$ cat src/mhp_pkg.sv
// package for the modem handshake pin block: register field positions and reset values
// assumes one clock domain; no bus, fields reach the core as plain ports
package mhp_pkg;
    localparam int MHP_MSR_W = 8;
    localparam int MHP_MSR_CTS_CHANGE_FLAG_BIT = 0;
    localparam int MHP_MSR_DSR_CHANGE_FLAG_BIT = 1;
    localparam int MHP_MSR_CTS_BIT = 4;
    localparam int MHP_MSR_DSR_BIT = 5;
    localparam int MHP_MCR_W = 8;
    localparam int MHP_MCR_DTR_BIT = 0;
    localparam logic [7:0] MHP_MCR_RST = 8'h00;
    localparam logic [7:0] MHP_MSR_RST = 8'h00;
    localparam logic MHP_MARK = 1'h1;
    localparam logic MHP_SPACE = 1'h0;
    localparam int MHP_SYNC_STAGES = 2;
endpackage : mhp_pkg

$ cat src/mhp_sync.sv
// two-stage synchroniser for a bank of asynchronous pin inputs
// assumes pins are asynchronous to mclk_in; reset value is a parameter constant
`timescale 1ns/1ps
`default_nettype none
module mhp_sync #(
    parameter int W = 2,
    parameter logic [W-1:0] RST_VAL = '1
) (
    input wire logic mclk_in,
    input wire logic rst_b_in,
    input wire logic [W-1:0] async_in,
    output logic [W-1:0] sync_out
);
    logic [W-1:0] meta_r;
    logic [W-1:0] sync_r;

    // first stage feeds only the second stage
    always_ff @(posedge mclk_in or negedge rst_b_in)
    begin
        if (!rst_b_in)
        begin
            meta_r <= RST_VAL;
            sync_r <= RST_VAL;
        end
        else
        begin
            meta_r <= async_in;
            sync_r <= meta_r;
        end
    end

    assign sync_out = sync_r;
endmodule : mhp_sync
`default_nettype wire

$ cat src/mhp_modem_pins.sv
// modem handshake pins: serial line idle forcing, clear-to-send and data-set-ready status,
// and data-terminal-ready control.
// assumes a single 40 MHz clock; cpu side strobes are one-cycle pulses from same-clock logic.
//
// Contract
// RULE1 - the serial line drives a mark as high and a space as low.
// RULE2 - the serial line sits at mark while the transmitter is off, in master reset, when empty, or in loop mode.
// RULE3 - clear-to-send never gates or changes serial line activity, it only feeds status.
// RULE4 - status bit 4 shows the current logical state of the active-low clear-to-send pin.
// RULE5 - any clear-to-send pin change since the last status read sets the change flag in bit 0.
// RULE6 - host software should not send while clear-to-send is inactive high; the device does not enforce it.
// RULE7 - in loop mode the clear-to-send pin has no influence on loop operation.
// RULE8 - data-set-ready is mirrored in status and bit 1 flags a change since the previous status read.
// RULE9 - writing one to control bit 0 drives terminal-ready low, writing zero drives it high.
// RULE10 - master reset clears the control bit so terminal-ready goes inactive high.
// RULE11 - a status read clears both change flags so later changes are relative to that read.
`timescale 1ns/1ps
`default_nettype none
module mhp_modem_pins
    import mhp_pkg::*;
(
    input wire logic mclk_in,
    input wire logic rst_b_in,
    input wire logic master_reset_in,
    input wire logic tx_enable_in,
    input wire logic tx_empty_in,
    input wire logic loop_mode_in,
    input wire logic tx_bit_in,
    input wire logic cts_b_in,
    input wire logic dsr_b_in,
    input wire logic ctrl_wr_in,
    input wire logic [MHP_MCR_W-1:0] ctrl_wdata_in,
    input wire logic status_rd_in,
    output logic serial_tx_line_out,
    output logic dtr_b_out,
    output logic [MHP_MCR_W-1:0] modem_ctrl_reg_out,
    output logic [MHP_MSR_W-1:0] modem_state_reg_out,
    output logic cts_active_out
);
    ////////////////////////////////////////////////////////////////////////////////
    // pin synchronisers; reset to inactive high so no false change after reset
    logic [1:0] pins_sync;
    logic cts_b_s;
    logic dsr_b_s;

    mhp_sync #(
        .W(2),
        .RST_VAL(2'h3)
    ) u_sync (
        .mclk_in(mclk_in),
        .rst_b_in(rst_b_in),
        .async_in({dsr_b_in, cts_b_in}),
        .sync_out(pins_sync)
    );

    assign cts_b_s = pins_sync[0];
    assign dsr_b_s = pins_sync[1];

    ////////////////////////////////////////////////////////////////////////////////
    // serial line: forced to mark whenever idle conditions hold
    logic force_mark;
    logic tx_line_nxt;
    logic tx_line_r;

    // cts deliberately absent here: it never gates the line
    assign force_mark = !tx_enable_in || master_reset_in || tx_empty_in || loop_mode_in; // RULE2 RULE3 RULE7
    assign tx_line_nxt = force_mark ? MHP_MARK : tx_bit_in; // RULE1 RULE2

    always_ff @(posedge mclk_in or negedge rst_b_in)
    begin
        if (!rst_b_in)
            tx_line_r <= MHP_MARK;
        else
            tx_line_r <= tx_line_nxt;
    end

    assign serial_tx_line_out = tx_line_r; // RULE1

    ////////////////////////////////////////////////////////////////////////////////
    // modem control register
    logic [MHP_MCR_W-1:0] modem_ctrl_reg_r;
    logic [MHP_MCR_W-1:0] modem_ctrl_reg_nxt;
    logic dtr_b_r;

    // master reset wins over a same-cycle write
    assign modem_ctrl_reg_nxt = master_reset_in ? MHP_MCR_RST : // RULE10
                                ctrl_wr_in ? ctrl_wdata_in : modem_ctrl_reg_r; // RULE9

    always_ff @(posedge mclk_in or negedge rst_b_in)
    begin
        if (!rst_b_in)
        begin
            modem_ctrl_reg_r <= MHP_MCR_RST;
            dtr_b_r <= 1'h1;
        end
        else
        begin
            modem_ctrl_reg_r <= modem_ctrl_reg_nxt;
            dtr_b_r <= !modem_ctrl_reg_nxt[MHP_MCR_DTR_BIT]; // RULE9 RULE10
        end
    end

    assign modem_ctrl_reg_out = modem_ctrl_reg_r;
    assign dtr_b_out = dtr_b_r;

    ////////////////////////////////////////////////////////////////////////////////
    // modem status: live bits plus sticky change flags
    logic cts_prev_r;
    logic dsr_prev_r;
    logic cts_change_flag_r;
    logic dsr_change_flag_r;
    logic cts_chg;
    logic dsr_chg;
    logic cts_change_flag_nxt;
    logic dsr_change_flag_nxt;
    logic [MHP_MSR_W-1:0] status_word;

    assign cts_chg = cts_b_s ^ cts_prev_r;
    assign dsr_chg = dsr_b_s ^ dsr_prev_r;
    // a change in the read cycle survives the clear
    assign cts_change_flag_nxt = cts_chg || (cts_change_flag_r && !status_rd_in); // RULE5 RULE11
    assign dsr_change_flag_nxt = dsr_chg || (dsr_change_flag_r && !status_rd_in); // RULE8 RULE11

    always_comb
    begin
        status_word = MHP_MSR_RST;
        status_word[MHP_MSR_CTS_CHANGE_FLAG_BIT] = cts_change_flag_r; // RULE5
        status_word[MHP_MSR_DSR_CHANGE_FLAG_BIT] = dsr_change_flag_r; // RULE8
        status_word[MHP_MSR_CTS_BIT] = !cts_prev_r; // RULE4
        status_word[MHP_MSR_DSR_BIT] = !dsr_prev_r; // RULE8
    end

    always_ff @(posedge mclk_in or negedge rst_b_in)
    begin
        if (!rst_b_in)
        begin
            cts_prev_r <= 1'h1;
            dsr_prev_r <= 1'h1;
            cts_change_flag_r <= 1'h0;
            dsr_change_flag_r <= 1'h0;
        end
        else
        begin
            cts_prev_r <= cts_b_s;
            dsr_prev_r <= dsr_b_s;
            cts_change_flag_r <= cts_change_flag_nxt;
            dsr_change_flag_r <= dsr_change_flag_nxt;
        end
    end

    assign modem_state_reg_out = status_word;
    // status only; software decides whether to send
    assign cts_active_out = !cts_prev_r; // RULE6
endmodule : mhp_modem_pins
`default_nettype wire

$ cat config.mk
export PLATFORM = sky130hd
export DESIGN_NAME = mhp_modem_pins
export DESIGN_NICKNAME = d
export VERILOG_FILES = /design/src/mhp_pkg.sv /design/src/mhp_sync.sv /design/src/mhp_modem_pins.sv
export SDC_FILE = /design/constraint.sdc
export NUM_CORES = 1
export LEC_CHECK = 0
export ABC_AREA = 1
export BUFFER_PORTS_ARGS = -buffer_cell sky130_fd_sc_hd__buf_2
export CAP_MARGIN = 15
export CELL_PAD_IN_SITES_DETAIL_PLACEMENT = 0
export CELL_PAD_IN_SITES_GLOBAL_PLACEMENT = 1
export CORE_MARGIN = 1
export CORE_UTILIZATION = 32
export CTS_BUF_LIST = sky130_fd_sc_hd__clkbuf_8
export DETAILED_ROUTE_END_ITERATION = 7
export PLACE_DENSITY = 0.86
export REMOVE_ABC_BUFFERS = 1
export SLEW_MARGIN = 20
export SYNTH_ARGS = -nofsm -noshare
export SYNTH_HDL_FRONTEND = slang
export SYNTH_SLANG_ARGS = --single-unit
$ cat constraint.sdc
create_clock -name mclk_in -period 1.07 [get_ports mclk_in]
set_clock_uncertainty 0.1 [all_clocks]
set_input_delay 0.1605 -clock mclk_in [delete_from_list [all_inputs] [get_ports mclk_in]]
set_output_delay 0.1605 -clock mclk_in [all_outputs]
set_load 0.01 [all_outputs]
Word-level counts from Yosys, hierarchy flattened

Index checks and enable logic that the tools add are counted.

Bitwise gates (word level): 2
Magnitude comparators: 0
Divide/modulo/power cells: 0
Add/subtract/negate cells: 0
Shift operators: 0
Multiply operators: 0
Reduce and logical (&&, ||, !) cells: 13
Equality and inequality tests: 0
Multiplexer cells: 3

Operator list:

| cell               | number |
|---|---|
| 8-bit 2-to-1 mux   | 2 |
| 1-bit zero test    | 5 |
| 1-bit logical OR   | 5 |
| 1-bit logical AND  | 2 |
| 2-bit nonzero test | 1 |
| 1-bit bitwise XOR  | 2 |
| 1-bit 2-to-1 mux   | 1 |

Register bits after elaboration: 18
Memories: 0
Word-level logic and storage cells: 28
Bits in latches: 0
Memory bits (read-only): 0
Memory bits (writable): 0
Output and inout port bits: 19

Depth between registers and ports, before layout

Depth after elaboration: 5
Mapped depth: 5
Mapped depth without buffers: 4

Hierarchy

Synthesis repeated with hierarchy kept, for this count alone.

Cells, all modules: 76
Area total of the unflattened synthesis: 735.7 µm²

Modules (own cells, without submodules):

| module         | area each (µm²) | cells an instance | times used | sequential area each (µm²) |
|---|---|---|---|---|
| mhp_modem_pins | 630.6           | 72                | 1          | 355.3 |
| mhp_sync       | 105.1           | 4                 | 1          | 105.1 |

Least setup slack after synthesis

Ideal clock, no wire load.

Kind: register to output
From: register cts_prev_r
To: output port modem_state_reg_out[4]
Stages on the path, launching flop included: 3
Arrival time: 0.724 ns
Setup slack: 0.085 ns
Path through: dfstp_2 inv_1 buf_4

Longest elaborated chain between the ends: 1

Ends and longest elaborated chain:

| element                | line                  | RTL |
|---|---|---|
| from (decl)            | mhp_modem_pins.sv:108 | `logic cts_prev_r;` |
| from (signal assigned) | mhp_modem_pins.sv:144 | `cts_prev_r <= cts_b_s;` |
| 1-bit zero test        | --                    |  |
| to (decl)              | mhp_modem_pins.sv:37  | `output logic [MHP_MSR_W-1:0] modem_state_reg_out,` |

Every way passes these cells.

Worst setup path after layout

From: register cts_prev_r
To: output port modem_state_reg_out[4]

Longest elaborated chain between the ends: 1

Ends and longest elaborated chain:

| element         | line                  | RTL |
|---|---|---|
| 1-bit zero test | mhp_modem_pins.sv:129 | `status_word[MHP_MSR_CTS_BIT] = !cts_prev_r;` |

Every way passes these cells.

==> summary.txt <==
Routing
  – Drt total wl: 1.41 mm
  – WL/cell: approximately 10 um
  – DRC violations left: 0
  – Vias: a little under 600
  – Vias per Instance: 4.19
  – 1st-pass router iterations: 4
  – Post-route ant nets: 0
  – Iter 0 DRT Violations: 10

Floorplan
  – Num ports: 38
  – Die Ht: 49.6 um
  – Die span in x: a little under 50 um
  – Initial core utilization: 35.5%
  – Core region area: between 0.002 and 0.0025 mm2
  – Num rows: 16
  – Die area: 0.00246 mm2

Run status
  – Failing checks: setup timing
  – Status: finished, violations left

Synthesis
  – Synth area leader: dfrtp_1
  – Synth top area cells: dfrtp_1, dfstp_2, nand2_1, buf_4, nand3_1
  – Sequential element share of the synthesized area: 63.6%
  – Commonest register cell after synthesis: dfrtp_1
  – Area share of the largest cell type after synthesis: 34.5%
  – Yosys cell types: 10
  – Syn avg cell area: roughly 9.5 um2
  – Commonest cells in the netlist: nand2_1, nand3_1, dfrtp_1
  – Post-Syn Area: 724 um2
  – EDFF count, synth: 0
  – Count leader, synth: nand2_1
  – Yosys Warn Count: 0
  – FF+latch count, synth: 18
  – Ys async rst share: 100%
  – Gate Count Post-Synth: 76

Power
  – Comb pwr share: 13.6%
  – PD cells: 1380 mW/mm2
  – Max IR drop VDD: between 0.0006 and 0.0007 V
  – Register share of total power: 54.1%
  – Int Power: 0.00107 W
  – P_leak: 0.572 nW
  – Sw Ratio: between 20 and 25%
  – Net Switching: 0.000321 W
  – Clock network fraction of total power: 32.3%

Finish
  – Area Growth Syn to Fin: 39.4%
  – Layout cells sized above 1: 47.4%
  – Ant. Diodes: 0
  – Fin cells: 141
  – FF/Latch Area: 460 um2
  – # fillers: 209
  – Nets: 135
  – Area of the multi-input gates: about 180 um2

Timing
  – Setup violators final: 5
  – Final period util: 113%
  – TNS Setup: -0.492 ns
  – Final Hold Vio Count: 0
  – Min Tclk post-route: between 1 and 1.5 ns
  – Max Slew Vio Count: 0
  – Setup WS post-layout: -0.135 ns
  – Max frequency: 830 MHz
  – RSZ-0062 raised after global routing: true

Worst setup path
  – WP buf/inv: 2
  – Slowest cell on crit path: dfstp_2
  – CP max stage delay: ~0.54 ns
  – R2r setup slk: 0.03 ns
  – Crit. End Element: output port
  – WP data arrival: approximately 0.94 ns
  – CP Data Required Time: just over 0.8 ns
  – CP delay by family, top: flip-flops
  – Worst-path maximum fanout: 3
  – Worst setup SP type: flip-flop
  – Worst-path cell chain: inv_2, buf_6
  – Crit path kind: reg2out

Clocking
  – CTS Buf Count: 3
  – Max H-tree Level: 1
  – Bufs on Longest Clock Path: 2
  – Clock Pin Slew Worst Setup and Hold Paths: roughly 0.06 ns
  – CTS tree: yes
  – Clock tree root buffer cell: clkbuf_8
  – Worst-skew pair later-pin latency: 0.25 ns
  – Clock sink count: 18

Place
  – IO Port Bufs: 33
  – Post-Place Cells: between 100 and 150
  – Post-DP HPWL: 966 um
  – DP Worst Slack: 0.116 ns
  – Routability cong.: between 0.6 and 0.7

Job
  – Max cap viols: 0

GRT
  – Vias in the first global route: 533
  – Largest net degree at the start of global routing: 19
  – GRT Residual Overflow: 0
  – First-pass GRT wire length: 2.37 mm
  – Initial antenna violation count: 0
  – Total track usage: between 10% and 20%

Hold path
  – Worst hold path class: in2reg
## path summary, 6_finish.rpt
kind	from	to	depth (start not counted)
max	cts_prev_r	modem_state_reg_out[4]	2
min	loop_mode_in	serial_tx_line_out	3
max reg2reg	cts_prev_r	cts_change_flag_r	4
min reg2reg	u_sync.meta_r[1]	u_sync.sync_out[1]	0
max in group asynchronous	rst_b_in	dtr_b_out	2
min in group asynchronous	rst_b_in	cts_change_flag_r	2
## layout make-up
class                      count  area share, %
sequential                    18           45.6
timing repair buffer          40           25.4
multi-input combinational     44           18.2
clock buffer                   3           4.09
inverter                       9           3.35
tap                           27           3.35
## worst register-to-register path: cells and delay by family (launching register included)
| family | cells | cell delay (ns) |
|---|---|---|
| simple gates | 2 | 0.11 |
| buf+inv | 2 | 0.18 |
| flops | 1 | 0.54 |
## metal layers
metal	GRT usage, %	part of all wire [%]	vias to the layer above
li1	-	-	294
met1	16.9	43	262
met2	18.5	46	31
met3	2.78	8.6	4
met4	8.57	2.2	0
met5	0	0	-
## cell usage in the layout, fill, tap and decap left out
cell type | netlist | routed
buf_2 | 0 | 28
dfstp_2 | 8 | 8
nand3_1 | 11 | 11
nor2_1 | 2 | 2
conb_1 | 1 | 4
inv_2 | 2 | 4
inv_1 | 7 | 5
buf_4 | 8 | 4
nor2_2 | 1 | 1
nand2_2 | 0 | 1
buf_6 | 0 | 5
clkbuf_8 | 0 | 3
dlygate4sd3_1 | 0 | 3
dfrtp_1 | 10 | 10
nand2_1 | 26 | 25
## power groups by stage
stage,sequential (W),combinational [W],clock (W)
after floorplan,0.000773,0.0000527,0
after global placement,0.000759,0.000159,0
after detailed placement,0.000761,0.000163,0
after CTS,0.000752,0.000185,0.000472
after global routing,0.000757,0.000211,0.000493
final,0.000752,0.000189,0.000450
## stage by stage
step                util, %  instance area (um2)  total power (W)  hold WS, ns
finish                 49.4                 1010          0.00139       0.0206
CTS                    48.6                  992          0.00141       0.0208
global placement       43.2                  882         0.000918    -0.000591
detailed placement     43.2                  882         0.000924      0.00881
floorplan                 -                  676         0.000826       -0.235
global route           49.4                 1010          0.00146       0.0380
## cell families (layout without fill, tap and decap cells)
logic type    after synthesis  count (layout)  synth area share, %
other cells                 1               4                0.518
buf+inv                    17              52                 13.0
flops                      18              18                 63.6
simple gates               40              40                 23.0
## repair_timing
| action | in CTS | in global routing |
|---|---|---|
| setup buffers | 1 | 2 |
| setup endpoints to repair | 5 | 6 |
| hold buffers | 3 | 0 |
| hold endpoints to repair | 12 | 0 |
| resized for setup | 7 | 1 |
## registers in the layout (all words and copies together), names as in the netlist
register / cells
modem_ctrl_reg_out: 8
serial_tx_line_out: 1
dsr_prev_r: 1
u_sync.sync_out: 2
dsr_change_flag_r: 1
u_sync.meta_r: 2
cts_prev_r: 1
dtr_b_out: 1
cts_change_flag_r: 1
Note: power is estimated with default switching activity, not from simulation.
